$ cat config.mk
export PLATFORM = sky130hd
export DESIGN_NAME = fsq_ctrl
export DESIGN_NICKNAME = d
export VERILOG_FILES = /design/src/fsq_sfr_port.sv /design/src/fsq_ctrl.sv
export SDC_FILE = /design/constraint.sdc
export NUM_CORES = 2
export LEC_CHECK = 0
export BUFFER_PORTS_ARGS = -buffer_cell sky130_fd_sc_hd__buf_4
export CORE_MARGIN = 2
export CORE_UTILIZATION = 35
export CTS_BUF_LIST = sky130_fd_sc_hd__clkbuf_2
export DETAILED_ROUTE_END_ITERATION = 7
export GPL_TIMING_DRIVEN = 0
export PLACE_DENSITY = 0.53
export SLEW_MARGIN = 40
export SYNTH_ARGS = -nofsm -noshare
export SYNTH_HDL_FRONTEND = slang
export SYNTH_SLANG_ARGS = --single-unit
$ cat constraint.sdc
create_clock -name clk -period 4 [get_ports clk]
set_input_delay 0.8 -clock clk [delete_from_list [all_inputs] [get_ports clk]]
set_output_delay 0.8 -clock clk [all_outputs]
set_load 0.01 [all_outputs]
$ cat src/fsq_sfr_port.sv
package fsq_pkg;
  // Own register map (APB byte offsets)
  localparam logic [7:0]  REG_CMD        = 8'h00;
  localparam logic [7:0]  REG_PAGE       = 8'h04;
  localparam logic [7:0]  REG_STATUS     = 8'h08;
  localparam logic [7:0]  REG_BIDX       = 8'h0c;
  localparam logic [7:0]  REG_BDATA      = 8'h10;
  // Command register fields
  localparam int unsigned CMD_OP_LSB     = 0;
  localparam int unsigned CMD_GO_BIT     = 8;
  // Status register fields
  localparam int unsigned ST_BUSY_BIT    = 0;
  localparam int unsigned ST_DONE_BIT    = 1;
  localparam int unsigned ST_ERR_BIT     = 2;
  localparam int unsigned ST_RB_LSB      = 16;
  // Page register fields
  localparam int unsigned PG_PAGE_LSB    = 16;
  // Device flash_op_control layout
  localparam logic [3:0]  OP_PAGE_ERASE  = 4'h2;
  localparam logic [3:0]  OP_ROW_PROG    = 4'h1;
  localparam int unsigned CTL_ERASE_BIT  = 6;
  localparam int unsigned CTL_PERMIT_BIT = 14;
  localparam int unsigned CTL_START_BIT  = 15;
  localparam logic [15:0] CTL_RESET      = 16'h0000;
  localparam logic [15:0] KEY_FIRST      = 16'h0055;
  localparam logic [15:0] KEY_SECOND     = 16'h00aa;
  // Device register addresses on its special-function bus (arbitrary values)
  localparam logic [15:0] DEV_CTRL_ADDR  = 16'h0010;
  localparam logic [15:0] DEV_KEY_ADDR   = 16'h0012;
  localparam logic [15:0] DEV_PAGE_ADDR  = 16'h0014;
  // Geometry and pacing
  localparam int unsigned ROW_WORDS      = 64;
  localparam int unsigned PAGE_ROWS      = 8;
  localparam int unsigned NOP_SLOTS      = 2;
  localparam int unsigned POLL_GAP       = 4;
  typedef enum logic [1:0] {
    XFER_WR,
    XFER_RD,
    XFER_TBL_LO,
    XFER_TBL_HI
  } fsq_xfer_t;
endpackage : fsq_pkg

`timescale 1ns/1ns
module fsq_sfr_port
  import fsq_pkg::*;
(
  input  wire logic              clk,
  input  wire logic              reset_n,
  input  wire logic              req,
  input  wire fsq_pkg::fsq_xfer_t kind,
  input  wire logic [15:0]       addr,
  input  wire logic [15:0]       wdata,
  output logic                   busy,
  output logic                   done,
  output logic [15:0]            rdata,
  output logic [15:0]            dev_addr,
  output logic [15:0]            dev_wdata,
  output logic                   dev_sfr_we,
  output logic                   dev_sfr_re,
  output logic                   dev_tbl_wl,
  output logic                   dev_tbl_wh,
  input  wire logic [15:0]       dev_rdata,
  input  wire logic              dev_stall
);
  logic strobe_cycle;

  always_ff @(posedge clk) begin
    if (!reset_n) begin
      busy         <= 1'b0;
      done         <= 1'b0;
      rdata        <= 16'h0000;
      strobe_cycle <= 1'b0;
      dev_addr     <= 16'h0000;
      dev_wdata    <= 16'h0000;
      dev_sfr_we   <= 1'b0;
      dev_sfr_re   <= 1'b0;
      dev_tbl_wl   <= 1'b0;
      dev_tbl_wh   <= 1'b0;
    end else begin
      done       <= 1'b0;
      dev_sfr_we <= 1'b0;
      dev_sfr_re <= 1'b0;
      dev_tbl_wl <= 1'b0;
      dev_tbl_wh <= 1'b0;
      if (!busy && req) begin
        busy         <= 1'b1;
        strobe_cycle <= 1'b1;
        dev_addr     <= addr;
        dev_wdata    <= wdata;
        dev_sfr_we   <= (kind == XFER_WR);
        dev_sfr_re   <= (kind == XFER_RD);
        dev_tbl_wl   <= (kind == XFER_TBL_LO);
        dev_tbl_wh   <= (kind == XFER_TBL_HI);
      end else if (strobe_cycle) begin
        strobe_cycle <= 1'b0;
      end else if (busy && !dev_stall) begin
        // Stall covers a running flash cycle; no access completes under it
        busy  <= 1'b0;
        done  <= 1'b1;
        rdata <= dev_rdata;
      end
    end
  end
endmodule : fsq_sfr_port

$ cat src/fsq_ctrl.sv
// Contract
// - Software saves and edits page before erase
// - Program: field 0001, erase clear, permit set
// - Page start address into page pointer first
// - Table write sets erase block base address
// - Keys 0x55 then 0xAA before each start
// - Load 64 instructions into buffers first
// - Repeat rows, incrementing page pointer each time
// - Wait for completion before trusting result
// - Two idle slots after the start write
// - Keep unlock and start sequence uninterrupted
`timescale 1ns/1ns
module fsq_ctrl
  import fsq_pkg::*;
#(
  parameter int unsigned ROW_LEN = fsq_pkg::ROW_WORDS
) (
  input  wire logic        clk,
  input  wire logic        reset_n,
  input  wire logic [7:0]  paddr,
  input  wire logic        psel,
  input  wire logic        penable,
  input  wire logic        pwrite,
  input  wire logic [31:0] pwdata,
  output logic [31:0]      prdata,
  output logic             pready,
  output logic             pslverr,
  output logic [15:0]      dev_addr,
  output logic [15:0]      dev_wdata,
  output logic             dev_sfr_we,
  output logic             dev_sfr_re,
  output logic             dev_tbl_wl,
  output logic             dev_tbl_wh,
  input  wire logic [15:0] dev_rdata,
  input  wire logic        dev_stall
);
  localparam int unsigned IW = $clog2(ROW_LEN);

  typedef enum {
    S_IDLE,
    S_CTRL,
    S_PAGE,
    S_TBL_LO,
    S_TBL_HI,
    S_KEY1,
    S_KEY2,
    S_START,
    S_NOPS,
    S_POLL,
    S_GAP
  } fsq_state_t;

  fsq_state_t        state;
  logic [23:0]       row_buf [ROW_LEN];
  logic [IW-1:0]     buf_idx;
  logic [IW-1:0]     word_idx;
  logic [7:0]        tbl_page;
  logic [15:0]       tbl_off;
  logic [3:0]        op_sel;
  logic              done_flag;
  logic              err_flag;
  logic [15:0]       ctrl_rb;
  logic [3:0]        wait_cnt;
  logic              port_req;
  fsq_xfer_t         port_kind;
  logic [15:0]       port_addr;
  logic [15:0]       port_wdata;
  logic              port_busy;
  logic              port_done;
  logic [15:0]       port_rdata;
  logic              pend;
  logic              busy;
  logic              wr_acc;
  logic              rd_acc;
  logic              go_req;
  logic              op_ok;
  logic              op_end;
  logic [15:0]       ctrl_word;
  logic [15:0]       word_addr;

  assign busy   = (state != S_IDLE);
  assign wr_acc = psel && penable && pready && pwrite;
  assign rd_acc = psel && penable && !pready && !pwrite;
  assign go_req = wr_acc && (paddr == REG_CMD) && pwdata[CMD_GO_BIT];
  assign op_ok  = (pwdata[CMD_OP_LSB +: 4] == OP_PAGE_ERASE) ||
                  (pwdata[CMD_OP_LSB +: 4] == OP_ROW_PROG);
  assign op_end = port_done && (state == S_POLL) && !port_rdata[CTL_START_BIT];
  assign word_addr = tbl_off + {{(15 - IW){1'b0}}, word_idx, 1'b0};

  // Control word: permit always set so start is never ignored
  always_comb begin
    ctrl_word = CTL_RESET;
    ctrl_word[3:0] = op_sel;
    ctrl_word[CTL_PERMIT_BIT] = 1'b1;
    ctrl_word[CTL_ERASE_BIT] = (op_sel == OP_PAGE_ERASE);
  end

  // APB slave: one wait state, answer registered
  always_ff @(posedge clk) begin
    if (!reset_n) begin
      pready  <= 1'b0;
      prdata  <= 32'h0000_0000;
      pslverr <= 1'b0;
    end else begin
      pready  <= psel && penable && !pready;
      pslverr <= 1'b0;
      if (psel && penable && !pready) begin
        prdata <= 32'h0000_0000;
        case (paddr)
          REG_CMD: begin
            prdata[CMD_OP_LSB +: 4] <= op_sel;
            prdata[CMD_GO_BIT]      <= busy;
          end
          REG_PAGE: begin
            prdata[PG_PAGE_LSB +: 8] <= tbl_page;
            prdata[15:0]             <= tbl_off;
          end
          REG_STATUS: begin
            prdata[ST_BUSY_BIT]      <= busy;
            prdata[ST_DONE_BIT]      <= done_flag;
            prdata[ST_ERR_BIT]       <= err_flag;
            prdata[ST_RB_LSB +: 16]  <= ctrl_rb;
          end
          REG_BIDX: prdata[IW-1:0] <= buf_idx;
          REG_BDATA: prdata[23:0] <= rd_acc ? row_buf[buf_idx] : 24'h000000;
          default: pslverr <= 1'b1;
        endcase
        // Changing page or buffer mid-operation would corrupt the row
        if (pwrite && busy && (paddr == REG_PAGE || paddr == REG_BDATA ||
                               paddr == REG_BIDX)) begin
          pslverr <= 1'b1;
        end
      end
    end
  end

  // Row holding buffer, auto-incrementing index
  always_ff @(posedge clk) begin
    if (!reset_n) begin
      buf_idx <= '0;
    end else if (wr_acc && !busy) begin
      if (paddr == REG_BIDX) begin
        buf_idx <= pwdata[IW-1:0];
      end else if (paddr == REG_BDATA) begin
        row_buf[buf_idx] <= pwdata[23:0];
        buf_idx          <= buf_idx + 1'b1;
      end
    end
  end

  // Page pointer; advances after each row so software can stream a page
  always_ff @(posedge clk) begin
    if (!reset_n) begin
      tbl_page <= 8'h00;
      tbl_off  <= 16'h0000;
    end else if (op_end && op_sel == OP_ROW_PROG) begin
      tbl_page <= tbl_page + 8'h01;
    end else if (wr_acc && !busy && paddr == REG_PAGE) begin
      tbl_page <= pwdata[PG_PAGE_LSB +: 8];
      tbl_off  <= pwdata[15:0];
    end
  end

  // Sticky flags; hardware set wins over software clear
  always_ff @(posedge clk) begin
    if (!reset_n) begin
      done_flag <= 1'b0;
      err_flag  <= 1'b0;
    end else begin
      if (op_end) begin
        done_flag <= 1'b1;
      end else if (wr_acc && paddr == REG_STATUS && pwdata[ST_DONE_BIT]) begin
        done_flag <= 1'b0;
      end
      if (go_req && (busy || !op_ok)) begin
        err_flag <= 1'b1;
      end else if (wr_acc && paddr == REG_STATUS && pwdata[ST_ERR_BIT]) begin
        err_flag <= 1'b0;
      end
    end
  end

  // Sequencer; key and start writes run back to back with nothing between
  always_ff @(posedge clk) begin
    if (!reset_n) begin
      state      <= S_IDLE;
      op_sel     <= 4'h0;
      word_idx   <= '0;
      wait_cnt   <= 4'h0;
      pend       <= 1'b0;
      port_req   <= 1'b0;
      port_kind  <= XFER_WR;
      port_addr  <= 16'h0000;
      port_wdata <= 16'h0000;
      ctrl_rb    <= CTL_RESET;
    end else begin
      port_req <= 1'b0;
      if (port_done) begin
        pend <= 1'b0;
      end
      case (state)
        S_IDLE: begin
          if (go_req && op_ok) begin
            op_sel   <= pwdata[CMD_OP_LSB +: 4];
            word_idx <= '0;
            state    <= S_CTRL;
          end
        end
        S_CTRL: begin
          if (!pend && !port_req && !port_busy) begin
            port_req   <= 1'b1;
            pend       <= 1'b1;
            port_kind  <= XFER_WR;
            port_addr  <= DEV_CTRL_ADDR;
            port_wdata <= ctrl_word;
          end else if (port_done) begin
            state <= S_PAGE;
          end
        end
        S_PAGE: begin
          if (!pend && !port_req && !port_busy) begin
            port_req   <= 1'b1;
            pend       <= 1'b1;
            port_kind  <= XFER_WR;
            port_addr  <= DEV_PAGE_ADDR;
            port_wdata <= {8'h00, tbl_page};
          end else if (port_done) begin
            state <= S_TBL_LO;
          end
        end
        S_TBL_LO: begin
          if (!pend && !port_req && !port_busy) begin
            port_req  <= 1'b1;
            pend      <= 1'b1;
            port_kind <= XFER_TBL_LO;
            // Erase: dummy write latches block base; program: buffer load
            port_addr <= (op_sel == OP_PAGE_ERASE) ? tbl_off : word_addr;
            port_wdata <= (op_sel == OP_PAGE_ERASE) ? tbl_off : row_buf[word_idx][15:0];
          end else if (port_done) begin
            state <= (op_sel == OP_PAGE_ERASE) ? S_KEY1 : S_TBL_HI;
          end
        end
        S_TBL_HI: begin
          if (!pend && !port_req && !port_busy) begin
            port_req   <= 1'b1;
            pend       <= 1'b1;
            port_kind  <= XFER_TBL_HI;
            port_addr  <= word_addr;
            port_wdata <= {8'h00, row_buf[word_idx][23:16]};
          end else if (port_done) begin
            word_idx <= word_idx + 1'b1;
            // Exactly one row of words before a single program cycle
            state <= (word_idx == IW'(ROW_LEN - 1)) ? S_KEY1 : S_TBL_LO;
          end
        end
        S_KEY1: begin
          if (!pend && !port_req && !port_busy) begin
            port_req   <= 1'b1;
            pend       <= 1'b1;
            port_kind  <= XFER_WR;
            port_addr  <= DEV_KEY_ADDR;
            port_wdata <= KEY_FIRST;
          end else if (port_done) begin
            state <= S_KEY2;
          end
        end
        S_KEY2: begin
          if (!pend && !port_req && !port_busy) begin
            port_req   <= 1'b1;
            pend       <= 1'b1;
            port_kind  <= XFER_WR;
            port_addr  <= DEV_KEY_ADDR;
            port_wdata <= KEY_SECOND;
          end else if (port_done) begin
            state <= S_START;
          end
        end
        S_START: begin
          if (!pend && !port_req && !port_busy) begin
            port_req   <= 1'b1;
            pend       <= 1'b1;
            port_kind  <= XFER_WR;
            port_addr  <= DEV_CTRL_ADDR;
            port_wdata <= ctrl_word | (16'h0001 << CTL_START_BIT);
          end else if (port_done) begin
            wait_cnt <= 4'(NOP_SLOTS);
            state    <= S_NOPS;
          end
        end
        S_NOPS: begin
          if (wait_cnt == 4'h0) begin
            state <= S_POLL;
          end else begin
            wait_cnt <= wait_cnt - 4'h1;
          end
        end
        S_POLL: begin
          if (!pend && !port_req && !port_busy) begin
            port_req  <= 1'b1;
            pend      <= 1'b1;
            port_kind <= XFER_RD;
            port_addr <= DEV_CTRL_ADDR;
          end else if (port_done) begin
            ctrl_rb <= port_rdata;
            if (port_rdata[CTL_START_BIT]) begin
              wait_cnt <= 4'(POLL_GAP);
              state    <= S_GAP;
            end else begin
              state <= S_IDLE;
            end
          end
        end
        S_GAP: begin
          if (wait_cnt == 4'h0) begin
            state <= S_POLL;
          end else begin
            wait_cnt <= wait_cnt - 4'h1;
          end
        end
        default: state <= S_IDLE;
      endcase
    end
  end

  fsq_sfr_port u_port (
    .clk        (clk),
    .reset_n    (reset_n),
    .req        (port_req),
    .kind       (port_kind),
    .addr       (port_addr),
    .wdata      (port_wdata),
    .busy       (port_busy),
    .done       (port_done),
    .rdata      (port_rdata),
    .dev_addr   (dev_addr),
    .dev_wdata  (dev_wdata),
    .dev_sfr_we (dev_sfr_we),
    .dev_sfr_re (dev_sfr_re),
    .dev_tbl_wl (dev_tbl_wl),
    .dev_tbl_wh (dev_tbl_wh),
    .dev_rdata  (dev_rdata),
    .dev_stall  (dev_stall)
  );
endmodule : fsq_ctrl

==> impl_metrics.csv <==
group,metric,value,unit
min_path,min_path_type,"in2reg",
power_and_ir_drop,fin_total_pwr,0.0347,W
route,first_pass_iters,8,
sta,layout_worst_path_cycle_share,106,%
placed_design,dp_cells,7479,
cells_and_area,fin_util,42.8,%
worst_setup_path,critPathRequiredTime,5600,ps
route,postRouteAntennaNets,0,
route,vias_per_cell,6.59,
cells_and_area,syn_to_final_growth,21.6,%
logic_synthesis,synth_area,79200,µm²
floorplanning,dieArea,230000,µm²
floorplanning,rows,174,
placed_design,routabilityCongestion,0.966,
floorplanning,coreArea,225000,µm²
clock_tree,cts_tree,"built",
run,maxCapViolations,0,
worst_setup_path,critPathLaunchType,"input pin",
logic_synthesis,synthArstFlopShare,0,%
status,violations,"design-rule violations, negative setup slack",
logic_synthesis,yosys.area.top_type_share,58.2,%
worst_setup_path,crit_path_max_fanout,10,
route,drc,8,
global_routing,grt_pass1_wl,493000,µm
sta,slew-limit-headroom,10.3,%
global_routing,antenna_found_initial,38,
min_path,whs_path_depth,6,
route,first_iter_violations,11100,
power_and_ir_drop,power_frac_clock,36.1,%
power_and_ir_drop,comb_power_share,6.5,%
logic_synthesis,ys_warn_count,0,
logic_synthesis,ys_types,77,
sta,hold_violations,0,
cells_and_area,final_nets,5216,
sta,tightest_slew,1350,ps
placed_design,port_buffers,123,
clock_tree,clock-sinks,1739,
power_and_ir_drop,p_leak,30.4,nW
logic_synthesis,synth_edf_count,1536,
clock_tree,clock_latency,2030,ps
cells_and_area,multiInputGateArea,28300,µm²
logic_synthesis,ys.flop_type,"edfxtp_1",
power_and_ir_drop,switching_share,27.7,%
global_routing,grt.overflow.total,0,
logic_synthesis,yosysSeqAreaShare,63.4,%
floorplanning,start_util,35.2,%
global_routing,first_global_vias,53300,
sta,fin_worst_skew,165,ps
logic_synthesis,avgSynthCellArea,19.1,µm²
logic_synthesis,synthTopCellsByArea,"edfxtp_1 58%, mux4_2 26%, dfxtp_1 5.1%",
sta,setup_viol,188,
power_and_ir_drop,sequentialPowerShare,57.4,%
logic_synthesis,synth_seq_cells,1739,
sta,rsz0062_at_grt,"yes",
clock_tree,clkTransAtPathRegs,120,ps
clock_tree,cts_made_buffers,458,
sta,maxClockFrequency,236,MHz
worst_setup_path,criticalPathCategory,"in2reg",
global_routing,grt_usage,32.5,%
sta,fin_setup_tns,-16050,ps
clock_tree,cts_buffer_depth,4,
cells_and_area,regArea,50200,µm²
floorplanning,die_y,480,µm
power_and_ir_drop,p_sw,0.00961,W
clock_tree,cts_root_buffer,"clkbuf_2",
logic_synthesis,synth_largest_area_cell,"edfxtp_1",
route,wl_per_cell,44.9,µm
floorplanning,io_pins,132,
global_routing,grt_max_degree,67,
cells_and_area,instances_no_fill,8469,
sta,fin_ws,-240,ps
worst_setup_path,reg2reg_depth,8,
floorplanning,die_w,480,µm
worst_setup_path,end_kind,"flip-flop",
power_and_ir_drop,vdd_ir_drop_max,0.000194,V
placed_design,hpwl,268000,µm
route,vias,55800,
worst_setup_path,crit_arrival,5840,ps
clock_tree,htree_num_levels,5,
sta,finalCriticalPeriod,4240,ps
route,wirelength,380000,µm
logic_synthesis,synth_nets,4219,
placed_design,dp_slack,-1110,ps
power_and_ir_drop,p_int,0.0250,W
sta,drv_slew,0,
logic_synthesis,netlist_instances,4145,
status,status,"finished with violations",
power_and_ir_drop,powerDensity,360,nW/µm²
cells_and_area,drive_above_1_share,43.4,%
cells_and_area,fillers,19800,
[cell usage in the layout (no fill, tap or decap), types with 10 or more instances in the layout]
master	count
buf_8	70
buf_2	66
nor3_1	26
clkbuf_4	15
clkinv_2	16
o221ai_1	18
and2_1	25
ha_1	11
dfxtp_1	202
inv_1	17
clkbuf_1	75
o22ai_1	21
and3_1	24
a21oi_1	130
nand4_1	12
nand3_1	50
mux2_2	22
buf_16	165
nand2_1	221
nor2b_1	17
nor2_1	87
o21ai_0	64
edfxtp_1	1536
buf_4	183
a22oi_1	38
a221oi_1	12
a31oi_1	22
mux2i_1	56
dlygate4sd3_1	141
diode_2	24
clkbuf_2	740
a22o_1	33
a211oi_1	18
clkinv_1	100
nand2b_1	10
nor2_4	66
buf_6	26
mux4_2	920
[power by group through the flow]
| stage | combinational [W] | clock, W | sequential (W) |
|---|---|---|---|
| after global placement | 0.00185 | 0 | 0.0203 |
| after global routing | 0.00230 | 0.0135 | 0.0199 |
| after CTS | 0.00213 | 0.0126 | 0.0199 |
| final | 0.00224 | 0.0125 | 0.0199 |
| after detailed placement | 0.00189 | 0 | 0.0203 |
| after floorplan | 0.000872 | 0 | 0.0203 |
[state kept, by name, summed over array words and instances (netlist names), 2 cells and up, named ones only]
signal and flops:
u_port.dev_wdata 16, ctrl_rb 16, buf_idx 6, op_sel 4, port_addr 16, prdata 32, wait_cnt 4, port_wdata 16
tbl_page 8, port_kind 2, row_buf 1536, u_port.dev_addr 16, state 4, tbl_off 16, word_idx 6, u_port.rdata 16
[layout make-up]
class | instances | area share (%)
inverter | 21 | 0.0818
antenna | 24 | 0.0623
tap | 2992 | 3.89
timing repair buffer | 540 | 8.63
sequential | 1739 | 52.1
buffer | 307 | 1.82
multi-input combinational | 2075 | 29.4
clock buffer | 647 | 3.36
clock inverter | 124 | 0.640
[synth_stat cells, drive strengths merged, types with 6 or more instances]
| library cell | instances |
|---|---|
| mux4 | 920 |
| o21bai | 8 |
| or3 | 6 |
| nand2b | 10 |
| clkbuf | 186 |
| o21ai | 67 |
| a31oi | 22 |
| nor2 | 158 |
| a22o | 33 |
| a221oi | 13 |
| buf | 124 |
| and3 | 24 |
| mux2i | 66 |
| nor3 | 29 |
| and2 | 25 |
| nand3b | 7 |
| a22oi | 40 |
| a21oi | 134 |
| a211oi | 19 |
| dfxtp | 203 |
| o221ai | 18 |
| xor2 | 9 |
| ha | 11 |
| edfxtp | 1536 |
| a222oi | 6 |
| nand2 | 221 |
| nor2b | 18 |
| mux2 | 22 |
| o22ai | 27 |
| inv | 19 |
| o211ai | 8 |
| nor4 | 8 |
| nand3 | 54 |
| nand4 | 12 |
[repair_timing]
| item | CTS | global route |
|---|---|---|
| pin swaps | 0 | 17 |
| resized for setup | 78 | 30 |
| hold endpoints to repair | 1708 | 0 |
| setup buffers | 0 | 33 |
| hold buffers | 162 | 0 |
| endpoints found under the setup margin | 30 | 194 |
[cell families after synthesis]
logic type               count (synthesis)  share of synthesized area [%]
buffers and inverters                  331                           1.77
multiplexers                          1008                           27.3
flip-flops                            1739                           63.4
adder cells (fa/ha/maj)                 12                          0.199
AND/OR/NAND/NOR                        599                           3.51
AO/OA/AOI/OAI                          444                           3.72
XOR/XNOR                                12                          0.133
[metrics by stage]
| step | instance area (µm²) | hold WS [ps] |
|---|---|---|
| floorplan | 79200 | 430 |
| global placement | 83900 | 446 |
| detailed placement | 89800 | 447 |
| CTS | 95800 | 1.20 |
| global route | 96300 | 43.9 |
| finish | 96300 | 147 |
[worst max-delay path, cell delays in order]
cell           delay, ps
dlygate4sd3_1        550
buf_4                160
dlygate4sd3_1        640
nor4_2               570
dlygate4sd3_1        850
and3_1               260
nor2b_1              450
nand2_1              590
nor2_4               680
buf_16               240
[worst paths after layout]
| check | start | endpoint | slack, ps |
|---|---|---|---|
| worst max-delay path | paddr[2] | row_buf[23][0]$_DFFE_PP_ | -240 |
| worst min-delay path | paddr[6] | prdata[8]$_SDFFE_PN0N_ | 150 |
| worst max register to register | flip-flop | prdata[3]$_SDFFE_PN0N_ | -230 |
| worst min register to register | prdata[24]$_SDFFE_PN0N_ | prdata[24]$_SDFFE_PN0N_ | 460 |
[layer usage]
metal,vias to the layer above,wire [µm],global-route usage [%]
met4,28,27600,20.3
met2,5136,160000,45.6
met1,29400,133000,41.0
met3,1191,59100,14.5
met5,-,538,0
li1,20100,-,-
Note: power is estimated with default switching activity, not from simulation.
